==> src/inc/epif_defines.vh <==
`ifndef EPIF_DEFINES_VH
`define EPIF_DEFINES_VH
// register word byte addresses
`define EPIF_ADDR_EXT_CTRL 4'h0
`define EPIF_ADDR_PERI_FLAGS 4'h4
`define EPIF_ADDR_IRQ_STATUS 4'h8
`define EPIF_ADDR_IRQ_MASK 4'hC
// ext_int_control fields
`define EPIF_EXT2_PRIO_BIT 7
`define EPIF_EXT1_PRIO_BIT 6
`define EPIF_EXT2_EN_BIT 4
`define EPIF_EXT1_EN_BIT 3
`define EPIF_EXT2_FLAG_BIT 1
`define EPIF_EXT1_FLAG_BIT 0
`define EPIF_EXT_CTRL_RESET 8'hC0
`define EPIF_EXT_CTRL_WMASK 8'hDB
// peripheral_flags_low fields
`define EPIF_PSP_BIT 7
`define EPIF_ADC_BIT 6
`define EPIF_RX_BIT 5
`define EPIF_TX_BIT 4
`define EPIF_SSP_BIT 3
`define EPIF_CCP_BIT 2
`define EPIF_TIMER2_COUNT_BIT 1
`define EPIF_TIMER1_COUNT_BIT 0
`define EPIF_PERI_RESET 8'h00
`define EPIF_PERI_SW_MASK 8'hCF
// software-visible status: bit0 high request, bit1 low request
`define EPIF_STAT_RESET 2'h0
`define EPIF_MASK_RESET 2'h0
// capture/compare modes
`define EPIF_CCP_MODE_CAPTURE 2'h0
`define EPIF_CCP_MODE_COMPARE 2'h1
`define EPIF_CCP_MODE_PWM 2'h2
`endif

==> src/verilog/epif_top.v <==
// The placing of the registers and register access over Avalon-MM were chosen for this implementation.
`timescale 1ns/100ps
`include "epif_defines.vh"
module epif_top #(
  parameter HAS_PARALLEL_PORT = 1
) (
  input wire clk_in,
  input wire rst_n_in,
  input wire [3:0] avs_address_in,
  input wire avs_read_in,
  input wire avs_write_in,
  input wire [31:0] avs_writedata_in,
  input wire [3:0] avs_byteenable_in,
  output reg [31:0] avs_readdata_out,
  output wire avs_waitrequest_out,
  input wire external_irq_1_in,
  input wire external_irq_2_in,
  input wire psp_access_in,
  input wire adc_done_in,
  input wire rx_buffer_full_in,
  input wire tx_buffer_empty_in,
  input wire ssp_done_in,
  input wire [1:0] ccp_mode_in,
  input wire ccp_capture_in,
  input wire ccp_compare_in,
  input wire timer2_match_in,
  input wire timer1_overflow_in,
  input wire [7:0] periph_enable_in,
  input wire [7:0] periph_priority_in,
  output wire irq_high_out,
  output wire irq_low_out,
  output wire irq_out
);
  // external pins pass two flops first
  wire [1:0] ext_sync;
  epif_sync2 #(
    .WIDTH(2)
  ) u_sync (
    .clk_in(clk_in),
    .rst_n_in(rst_n_in),
    .async_in({external_irq_2_in, external_irq_1_in}),
    .sync_out(ext_sync)
  );

  // rising edge of each external line is the occurrence
  reg [1:0] ext_prev_q;
  always @(posedge clk_in or negedge rst_n_in) begin
    if (!rst_n_in) begin
      ext_prev_q <= 2'h0;
    end else begin
      ext_prev_q <= ext_sync;
    end
  end
  // prev starts low like an idle pin, so leaving reset makes no false edge
  wire [1:0] ext_event;
  genvar ei;
  generate
    for (ei = 0; ei < 2; ei = ei + 1) begin : g_edge
      assign ext_event[ei] = ext_sync[ei] & ~ext_prev_q[ei];
    end
  endgenerate
  wire ext1_event = ext_event[0];
  wire ext2_event = ext_event[1];

  // bus handshake: one wait cycle, then the access completes
  // the wait state lets read data come straight from a flop
  reg ack_q;
  reg ack_d;
  wire req = avs_read_in | avs_write_in;
  always @* begin
    ack_d = 1'b0;
    if (req & ~ack_q) begin
      ack_d = 1'b1;
    end
  end
  always @(posedge clk_in or negedge rst_n_in) begin
    if (!rst_n_in) begin
      ack_q <= 1'b0;
    end else begin
      ack_q <= ack_d;
    end
  end
  assign avs_waitrequest_out = req & ~ack_q;
  wire done = req & ack_q;
  wire wr_lo = done & avs_write_in & avs_byteenable_in[0];
  wire rd_first = avs_read_in & ~ack_q;

  function sel;
    input [3:0] addr;
    input [3:0] target;
    begin
      sel = (addr == target);
    end
  endfunction

  wire wr_ext = wr_lo & sel(avs_address_in, `EPIF_ADDR_EXT_CTRL);
  wire wr_peri = wr_lo & sel(avs_address_in, `EPIF_ADDR_PERI_FLAGS);
  wire wr_stat = wr_lo & sel(avs_address_in, `EPIF_ADDR_IRQ_STATUS);
  wire wr_mask = wr_lo & sel(avs_address_in, `EPIF_ADDR_IRQ_MASK);
  wire [7:0] wd = avs_writedata_in[7:0];

  // external control register
  reg [7:0] ext_ctrl_q;
  reg [7:0] ext_ctrl_d;
  always @* begin
    ext_ctrl_d = ext_ctrl_q;
    if (wr_ext) begin
      ext_ctrl_d[`EPIF_EXT2_PRIO_BIT] = wd[`EPIF_EXT2_PRIO_BIT];
      ext_ctrl_d[`EPIF_EXT1_PRIO_BIT] = wd[`EPIF_EXT1_PRIO_BIT];
      ext_ctrl_d[`EPIF_EXT2_EN_BIT] = wd[`EPIF_EXT2_EN_BIT];
      ext_ctrl_d[`EPIF_EXT1_EN_BIT] = wd[`EPIF_EXT1_EN_BIT];
      ext_ctrl_d[`EPIF_EXT2_FLAG_BIT] = wd[`EPIF_EXT2_FLAG_BIT];
      ext_ctrl_d[`EPIF_EXT1_FLAG_BIT] = wd[`EPIF_EXT1_FLAG_BIT];
    end
    // unimplemented positions stay zero whatever is written
    ext_ctrl_d = ext_ctrl_d & `EPIF_EXT_CTRL_WMASK;
    // set beats a same-cycle software clear
    if (ext1_event) begin
      ext_ctrl_d[`EPIF_EXT1_FLAG_BIT] = 1'b1;
    end
    if (ext2_event) begin
      ext_ctrl_d[`EPIF_EXT2_FLAG_BIT] = 1'b1;
    end
  end
  always @(posedge clk_in or negedge rst_n_in) begin
    if (!rst_n_in) begin
      ext_ctrl_q <= `EPIF_EXT_CTRL_RESET;
    end else begin
      ext_ctrl_q <= ext_ctrl_d;
    end
  end

  // peripheral sticky flags; rx and tx are live mirrors
  // pwm and reserved modes never set the flag
  function ccp_hit;
    input [1:0] mode;
    input capture;
    input compare;
    begin
      case (mode)
        `EPIF_CCP_MODE_CAPTURE: begin
          ccp_hit = capture;
        end
        `EPIF_CCP_MODE_COMPARE: begin
          ccp_hit = compare;
        end
        default: begin
          ccp_hit = 1'b0;
        end
      endcase
    end
  endfunction
  wire ccp_event = ccp_hit(ccp_mode_in, ccp_capture_in, ccp_compare_in);

  // rx and tx never set through here, they are mirrors
  function [7:0] peri_events;
    input psp;
    input adc;
    input ssp;
    input ccp;
    input timer2_count;
    input timer1_count;
    begin
      peri_events = 8'h00;
      peri_events[`EPIF_PSP_BIT] = psp & (HAS_PARALLEL_PORT != 0);
      peri_events[`EPIF_ADC_BIT] = adc;
      peri_events[`EPIF_SSP_BIT] = ssp;
      peri_events[`EPIF_CCP_BIT] = ccp;
      peri_events[`EPIF_TIMER2_COUNT_BIT] = timer2_count;
      peri_events[`EPIF_TIMER1_COUNT_BIT] = timer1_count;
    end
  endfunction
  wire [7:0] peri_set = peri_events(psp_access_in, adc_done_in, ssp_done_in, ccp_event,
                                    timer2_match_in, timer1_overflow_in);

  reg [7:0] peri_q;
  genvar gi;
  generate
    for (gi = 0; gi < 8; gi = gi + 1) begin : g_flag
      if (((`EPIF_PERI_SW_MASK >> gi) & 1) != 0) begin : g_sticky
        always @(posedge clk_in or negedge rst_n_in) begin
          if (!rst_n_in) begin
            peri_q[gi] <= 1'b0;
          end else if (peri_set[gi]) begin
            peri_q[gi] <= 1'b1;
          end else if (wr_peri) begin
            peri_q[gi] <= wd[gi];
          end
        end
      end else begin : g_mirror
        // buffer status lines come from same-clock logic
        always @(posedge clk_in or negedge rst_n_in) begin
          if (!rst_n_in) begin
            peri_q[gi] <= 1'b0;
          end else if (gi == `EPIF_RX_BIT) begin
            peri_q[gi] <= rx_buffer_full_in;
          end else begin
            peri_q[gi] <= tx_buffer_empty_in;
          end
        end
      end
    end
  endgenerate
  reg [7:0] peri_view;
  always @* begin
    peri_view = peri_q;
    if (HAS_PARALLEL_PORT == 0) begin
      peri_view[`EPIF_PSP_BIT] = 1'b0;
    end
  end

  // request routing
  wire ext1_req = ext_ctrl_q[`EPIF_EXT1_FLAG_BIT] & ext_ctrl_q[`EPIF_EXT1_EN_BIT];
  wire ext2_req = ext_ctrl_q[`EPIF_EXT2_FLAG_BIT] & ext_ctrl_q[`EPIF_EXT2_EN_BIT];
  wire [7:0] peri_req = peri_view & periph_enable_in;
  wire [7:0] peri_hi;
  wire [7:0] peri_lo;
  genvar ri;
  generate
    for (ri = 0; ri < 8; ri = ri + 1) begin : g_route
      // each enabled flag goes to exactly one line
      assign peri_hi[ri] = peri_req[ri] & periph_priority_in[ri];
      assign peri_lo[ri] = peri_req[ri] & ~periph_priority_in[ri];
    end
  endgenerate
  wire ext1_hi = ext1_req & ext_ctrl_q[`EPIF_EXT1_PRIO_BIT];
  wire ext1_lo = ext1_req & ~ext_ctrl_q[`EPIF_EXT1_PRIO_BIT];
  wire ext2_hi = ext2_req & ext_ctrl_q[`EPIF_EXT2_PRIO_BIT];
  wire ext2_lo = ext2_req & ~ext_ctrl_q[`EPIF_EXT2_PRIO_BIT];
  wire hi_req = ext1_hi | ext2_hi | (|peri_hi);
  wire lo_req = ext1_lo | ext2_lo | (|peri_lo);
  assign irq_high_out = hi_req;
  assign irq_low_out = lo_req;

  // sticky status of request rises, write one to clear
  reg [1:0] req_prev_q;
  reg [1:0] stat_q;
  reg [1:0] stat_d;
  reg [1:0] mask_q;
  reg [1:0] mask_d;
  wire [1:0] req_now = {lo_req, hi_req};
  wire [1:0] req_rise = req_now & ~req_prev_q;
  always @(posedge clk_in or negedge rst_n_in) begin
    if (!rst_n_in) begin
      req_prev_q <= 2'h0;
    end else begin
      req_prev_q <= req_now;
    end
  end
  // a rise in the clearing cycle survives the write
  always @* begin
    stat_d = stat_q;
    if (wr_stat) begin
      stat_d = stat_q & ~wd[1:0];
    end
    stat_d = stat_d | req_rise;
  end
  always @* begin
    mask_d = mask_q;
    if (wr_mask) begin
      mask_d = wd[1:0];
    end
  end
  always @(posedge clk_in or negedge rst_n_in) begin
    if (!rst_n_in) begin
      stat_q <= `EPIF_STAT_RESET;
      mask_q <= `EPIF_MASK_RESET;
    end else begin
      stat_q <= stat_d;
      mask_q <= mask_d;
    end
  end
  assign irq_out = |(stat_q & mask_q);

  // read mux, unmapped reads return zero
  reg [31:0] rd_mux_d;
  always @* begin
    rd_mux_d = 32'h00000000;
    case (avs_address_in)
      `EPIF_ADDR_EXT_CTRL: begin
        rd_mux_d = {24'h000000, ext_ctrl_q};
      end
      `EPIF_ADDR_PERI_FLAGS: begin
        rd_mux_d = {24'h000000, peri_view};
      end
      `EPIF_ADDR_IRQ_STATUS: begin
        rd_mux_d = {30'h0, stat_q};
      end
      `EPIF_ADDR_IRQ_MASK: begin
        rd_mux_d = {30'h0, mask_q};
      end
      default: begin
        rd_mux_d = 32'h00000000;
      end
    endcase
  end
  // captured on the first request cycle, held through the wait state
  always @(posedge clk_in or negedge rst_n_in) begin
    if (!rst_n_in) begin
      avs_readdata_out <= 32'h00000000;
    end else if (rd_first) begin
      avs_readdata_out <= rd_mux_d;
    end
  end
endmodule

==> src/verilog/epif_sync2.v <==
`timescale 1ns/100ps
`include "epif_defines.vh"
module epif_sync2 #(
  parameter WIDTH = 2
) (
  input wire clk_in,
  input wire rst_n_in,
  input wire [WIDTH-1:0] async_in,
  output wire [WIDTH-1:0] sync_out
);
  reg [WIDTH-1:0] meta_q;
  reg [WIDTH-1:0] sync_q;
  always @(posedge clk_in or negedge rst_n_in) begin
    if (!rst_n_in) begin
      meta_q <= {WIDTH{1'b0}};
      sync_q <= {WIDTH{1'b0}};
    end else begin
      meta_q <= async_in;
      sync_q <= meta_q;
    end
  end
  assign sync_out = sync_q;
endmodule

==> config.mk <==
export PLATFORM = sky130hd
export DESIGN_NAME = epif_top
export DESIGN_NICKNAME = d
export VERILOG_FILES = /design/src/verilog/epif_top.v /design/src/verilog/epif_sync2.v
export VERILOG_INCLUDE_DIRS = /design/src /design/src/inc
export SDC_FILE = /design/constraint.sdc
export NUM_CORES = 1
export LEC_CHECK = 0
export ABC_AREA = 1
export CAP_MARGIN = 25
export CORE_UTILIZATION = 49
export DETAILED_ROUTE_END_ITERATION = 7
export DONT_BUFFER_PORTS = 1
export GPL_TIMING_DRIVEN = 0
export PLACE_DENSITY = 0.65
export SLEW_MARGIN = 20
export SYNTH_ARGS = -nofsm -noshare
export SYNTH_HDL_FRONTEND = slang
export SYNTH_HIERARCHICAL = 1
export SYNTH_SLANG_ARGS = --single-unit
export TNS_END_PERCENT = 10
==> constraint.sdc <==
create_clock -name clk_in -period 2.7 [get_ports clk_in]
set_input_delay 0.27 -clock clk_in [delete_from_list [all_inputs] [get_ports clk_in]]
set_output_delay 0.27 -clock clk_in [all_outputs]
set_load 0.1 [all_outputs]
==> impl_metrics.tcl, run 1 <==
set metrics [dict create \
    status "finished, final reports clean" \
    grt.total_usage_pct 19.5 \
    fin_crit_sh_pct 70.2 \
    port_buffers 0 \
    routabilityCongestion 0.762 \
    num_vias 1473 \
    drc 0 \
    pwr-share-seq_pct 45.9 \
    fmax_mhz 527 \
    cts.sinks 35 \
    htreeDepth 2 \
    drt_iter0_markers 58 \
    layout_common_cells "nand2_1, dfrtp_1, inv_1" \
    grt_max_degree 36 \
    tightest_slew_ns 0.958 \
    syn_avg_cell_area_um2 8.78 \
    clock_latency_ns 0.28 \
    dp_hpwl_mm 2.81 \
    diodes 0 \
    yosysWarningCount 6 \
    switchingPower_mw 0.610 \
    finalCriticalPeriod_ns 1.90 \
    wl_mm 3.68 \
    critical_path_class "reg -> out" \
    use_met2_pct 30.1 \
    rsz0062_at_grt "no" \
    crit_path_start_kind "register" \
    clk_pin_slew_ns 0.07 \
    hold_class "in -> reg" \
    cts_resized 0 \
    path_max_fanout 10 \
    crit_chain "inv_1, nand2_2, nand2_1" \
    arrival_ns 1.63 \
    dpl_cell_area_mm2 0.00214 \
    cp-end-kind "output pin" \
    cts_root_buf "clkbuf_8" \
    antenna_left 0 \
    ys_seq_elements 35 \
    combinationalPowerShare_pct 27.3 \
    ios 109 \
    antenna_found_initial 0 \
    seq_area_frac_synth_pct 45.5 \
    tritoncts "yes" \
    maxSlewHeadroom_pct 36.3 \
    avgRoutedWirePerCell_um 11.9 \
    postSynthCellCount 220 \
    grt_pass1_vias 1347 \
    drtPass1Iterations 4 \
    intPower_mw 0.910 \
    die_width_um 64.8 \
    grt_pass1_wl_mm 6.00 \
    fin_area_mm2 0.00231 \
    skew_ns 0.00417 \
    cap_violations 0 \
    irDropWorstVdd_mv 0.304 \
    top_usage_layer "met2" \
    final.setup.tns_ns 0 \
    nNetsFinal 333 \
    core-area_mm2 0.00372 \
    p_leak_nw 1.23 \
    cellPowerDensity_mw_per_mm2 658 \
    area_growth_pct 19.6 \
    final_common_cell "nand2_1" \
    dieArea_mm2 0.00420 \
    die_y_um 64.8 \
    swShare_pct 40.1 \
    grt_use_met3_pct 4.40 \
    syn-cell-area_mm2 0.00193 \
    clockPowerShare_pct 26.8 \
    use_met1_pct 25.5 \
    numCtsBuffers 5 \
    post_cts_buffers 0 \
    ys_types 28 \
    initial_core_util_pct 52.0 \
    cp.required_ns 2.43 \
    grt_overflow_total 0 \
    row_count 22 \
    slew_violations 0 \
    avgViaCountPerCell 4.77 \
    cp_slowest_stage_delay_ns 0.72 \
    finalSetupViolCount 0 \
    cts_buffer_depth 2 \
    cp_slowest_cell "nand2_1" \
    drive_above_1_share_pct 22.6 \
    finalHoldViolations 0 \
]
cell families after synthesis:
kind of cell           synth area share [%]
and+or+nand+nor                        25.9
buffers and inverters                  17.4
DFF                                    45.5
AOI/OAI and AO/OA                      11.1
other                                 0.194
stage by stage:
| step | power, mW | std cells | hold slack [ns] | setup WS, ns | utilization (%) |
|---|---|---|---|---|---|
| 4_1_cts | 1.52 | 305 | 0.00458 | 0.794 | 61.1 |
| 2_1_floorplan | 1.06 | 243 | -0.0256 | 0.729 | - |
| 5_1_grt | 1.59 | 309 | 0.0757 | 0.754 | 62.2 |
| 6_report | 1.52 | 309 | 0.0844 | 0.804 | 62.2 |
| 3_5_place_dp | 1.10 | 295 | -0.0252 | 1.11 | 57.6 |
| 3_3_place_gp | 1.09 | 291 | -0.0250 | 0.624 | 55.9 |
routing by layer:
metal | up-vias | part of all wire (%)
met2 | 61 | 46
met4 | 0 | 1.9
li1 | 750 | -
met1 | 654 | 42
met3 | 8 | 9.2
met5 | - | 0
synthesized netlist by cell type (all sizes together):
| cell type | number | area, um2 |
|---|---|---|
| nand4 | 8 | 56.3 |
| nor2 | 9 | 81.3 |
| nand2 | 54 | 218 |
| o21a | 1 | 7.51 |
| o211ai | 2 | 25.0 |
| a22o | 1 | 8.76 |
| inv | 27 | 101 |
| conb | 1 | 3.75 |
| a21oi | 6 | 30.0 |
| dfstp | 2 | 52.6 |
| buf | 28 | 234 |
| a211oi | 1 | 7.51 |
| nand3b | 3 | 22.5 |
| o22ai | 4 | 25.0 |
| o21ai | 19 | 110 |
| nand3 | 21 | 123 |
| dfrtp | 33 | 826 |
power groups by stage:
stage          Combinational, mW  Sequential [mW]  Clock, mW
2_1_floorplan              0.358            0.699          0
3_3_place_gp               0.379            0.707          0
3_5_place_dp               0.394            0.708          0
4_1_cts                    0.411            0.698      0.415
5_1_grt                    0.445            0.705      0.438
6_report                   0.414            0.698      0.408
final cells by class:
cell class,count,area [um2]
timing repair buffer,10,133
fill,355,1410
tap,48,60.1
buffer,28,234
inverter,27,101
multi-input combinational,153,805
sequential,35,878
clock buffer,8,100
worst max-delay path, delay by kind of cell (launching register included):
family	cells	cell delay (ns)
simple gates	2	0.86
flops	1	0.39
buf+inv	1	0.08
repair_timing:
| item | 4_1_cts | 5_1_grt |
|---|---|---|
| hold endpoints to repair | 35 | 4 |
| setup endpoints to repair | 0 | 0 |
| hold buffers | 2 | 4 |
state kept, by name, indices dropped and copies added, names as in the netlist:
| register | cells |
|---|---|
| ack_q | 1 |
| avs_readdata_out | 8 |
| ext_ctrl_q | 6 |
| ext_prev_q | 2 |
| mask_q | 2 |
| peri_q | 8 |
| req_prev_q | 2 |
| stat_q | 2 |
| u_sync/meta_q | 2 |
| u_sync/sync_out | 2 |
worst paths after layout:
path | start | endpoint | slack [ns] | cells past startpoint
max reg2reg | ack_q$_DFF_PN0_ | ack_q$_DFF_PN0_ | 1.11 | 3
max in group asynchronous | rst_n_in | ext_ctrl_q[6]$_DFFE_PN1P_ | 2.02 | 2
min reg2reg | u_sync/meta_q[1]$_DFF_PN0_ | u_sync/sync_out[1]$_DFF_PN0_ | 0.35 | 0
min in group asynchronous | rst_n_in | stat_q[0]$_DFF_PN0_ | 0.44 | 2
max | ack_q$_DFF_PN0_ | avs_waitrequest_out | 0.80 | 3
min | timer2_match_in | peri_q[1]$_DFFE_PN0P_ | 0.08 | 2
Power figures use the tool's default switching activity.
==> run 2: changes to the inputs <==
- clock period: 2.7 -> 1.9 ns (I/O delays scaled with it)
==> impl_metrics.tcl, run 2 (synthesized netlist as in run 1, its figures left out) <==
set metrics [dict create \
    path_max_fanout 10 \
    cap_violations 0 \
    grt.total_usage_pct 19.5 \
    drc 0 \
    die_y_um 64.8 \
    grt_max_degree 36 \
    placedCellCount 293 \
    final.setup.tns_ns 0 \
    row_count 22 \
    whs_ns 0.0104 \
    drt_iter0_markers 48 \
    critical_path_class "reg -> out" \
    min_to "ext_ctrl_q[7]$_DFFE_PN1P_" \
    drtPass1Iterations 4 \
    dieArea_mm2 0.00420 \
    r2r_end "stat_q[1]$_DFF_PN0_" \
    reg.largest.list "avs_readdata_out: 8 flops, peri_q: 8 flops, ext_ctrl_q: 6 flops" \
    min_from "avs_writedata_in[7]" \
    rr_worst_depth 6 \
    crit_path_start_kind "register" \
    fin_area_mm2 0.00229 \
    antenna_found_initial 0 \
    die_width_um 64.8 \
    fin_crit_sh_pct 95.0 \
    total_power_mw 2.09 \
    rrSetupSlack_ns 0.22 \
    holdPathStages 2 \
    post_cts_buffers 0 \
    avgViaCountPerCell 4.73 \
    cts_buffer_depth 2 \
    core-area_mm2 0.00372 \
    top_usage_layer "met2" \
    tightest_slew_ns 0.960 \
    final_common_cell "nand2_1" \
    routabilityCongestion 0.692 \
    avgRoutedWirePerCell_um 12.0 \
    nNetsFinal 333 \
    use_met1_pct 23.0 \
    numCtsBuffers 5 \
    cts.sinks 35 \
    arrival_ns 1.62 \
    final_cells 309 \
    fin_ws_ns 0.0949 \
    port_buffers 0 \
    maxSlewHeadroom_pct 36.2 \
    dpl_worst_slack_ns 0.226 \
    diodes 0 \
    slew_violations 0 \
    cp-end-kind "output pin" \
    skew_ns 0.00569 \
    crit_start "ack_q$_DFF_PN0_" \
    dpl_cell_area_mm2 0.00211 \
    irDropWorstVdd_mv 0.454 \
    finalHoldViolations 0 \
    finalSetupViolCount 0 \
    cts_resized 0 \
    layout_common_cells "nand2_1, dfrtp_1, inv_1" \
    grt_pass1_wl_mm 6.08 \
    initial_core_util_pct 52.0 \
    grt_pass1_vias 1411 \
    dp_hpwl_mm 2.84 \
    grt_overflow_total 0 \
    tritoncts "yes" \
    p_leak_nw 1.22 \
    htreeDepth 2 \
    cp.required_ns 1.71 \
    wl_mm 3.70 \
    clock_latency_ns 0.29 \
    fin_util_pct 61.5 \
    cellPowerDensity_mw_per_mm2 913 \
    drive_above_1_share_pct 22.2 \
    finalCriticalPeriod_ns 1.81 \
    num_vias 1463 \
    rsz0062_at_grt "no" \
    cts_root_buf "clkbuf_8" \
    ios 109 \
    hold_class "in -> reg" \
    status "finished, final reports clean" \
    clk_pin_slew_ns 0.07 \
    antenna_left 0 \
    fmax_mhz 554 \
    fillers 357 \
    area_growth_pct 18.3 \
    use_met2_pct 32.0 \
    reg2reg_from "ext_ctrl_q[7]$_DFFE_PN1P_" \
    grt_use_met3_pct 7.39 \
]
## run 2: how the worst max path moves through the flow
stage                         endpoint  slack [ns]  cells past startpoint
2_1_floorplan  req_prev_q[0]$_DFF_PN0_        0.08                      4
3_3_place_gp   req_prev_q[0]$_DFF_PN0_       -0.09                      4
3_5_place_dp       stat_q[1]$_DFF_PN0_        0.23                      6
4_1_cts            avs_waitrequest_out        0.07                      3
5_1_grt            avs_waitrequest_out        0.01                      3
6_report           avs_waitrequest_out        0.09                      3
## run 2: area by class of cell
type                       count  area [um2]  area share, %
inverter                      27         101           4.43
sequential                    35         878           38.4
multi-input combinational    153         810           35.4
timing repair buffer          10         121           5.31
tap                           48        60.1           2.63
clock buffer                   7        76.3           3.34
buffer                        28         234           10.2
clock inverter                 1        5.00          0.219
## run 2: critical path, stage by stage, from the launching register on
cell     delay, ns
dfrtp_1       0.39
inv_1         0.08
nand2_2       0.14
nand2_1       0.72
## run 2: power breakdown
part	internal, mW	switching [mW]	total [mW]	leakage, nW
logic	0.141	0.445	0.586	0.787
registers	0.816	0.174	0.989	0.390
clock network	0.257	0.256	0.513	0.0422
total	1.21	0.874	2.09	1.22
## run 2: what timing repair did
item / 4_1_cts / 5_1_grt
setup endpoints to repair: 0 / 0
hold buffers: 7 / 1
endpoints found under the hold margin: 40 / 1
## run 2: routing by layer
| metal | vias up | part of all wire [%] |
|---|---|---|
| met5 | - | 0 |
| met4 | 0 | 1.4 |
| met3 | 7 | 8.0 |
| met2 | 53 | 48 |
| met1 | 654 | 42 |
| li1 | 749 | - |
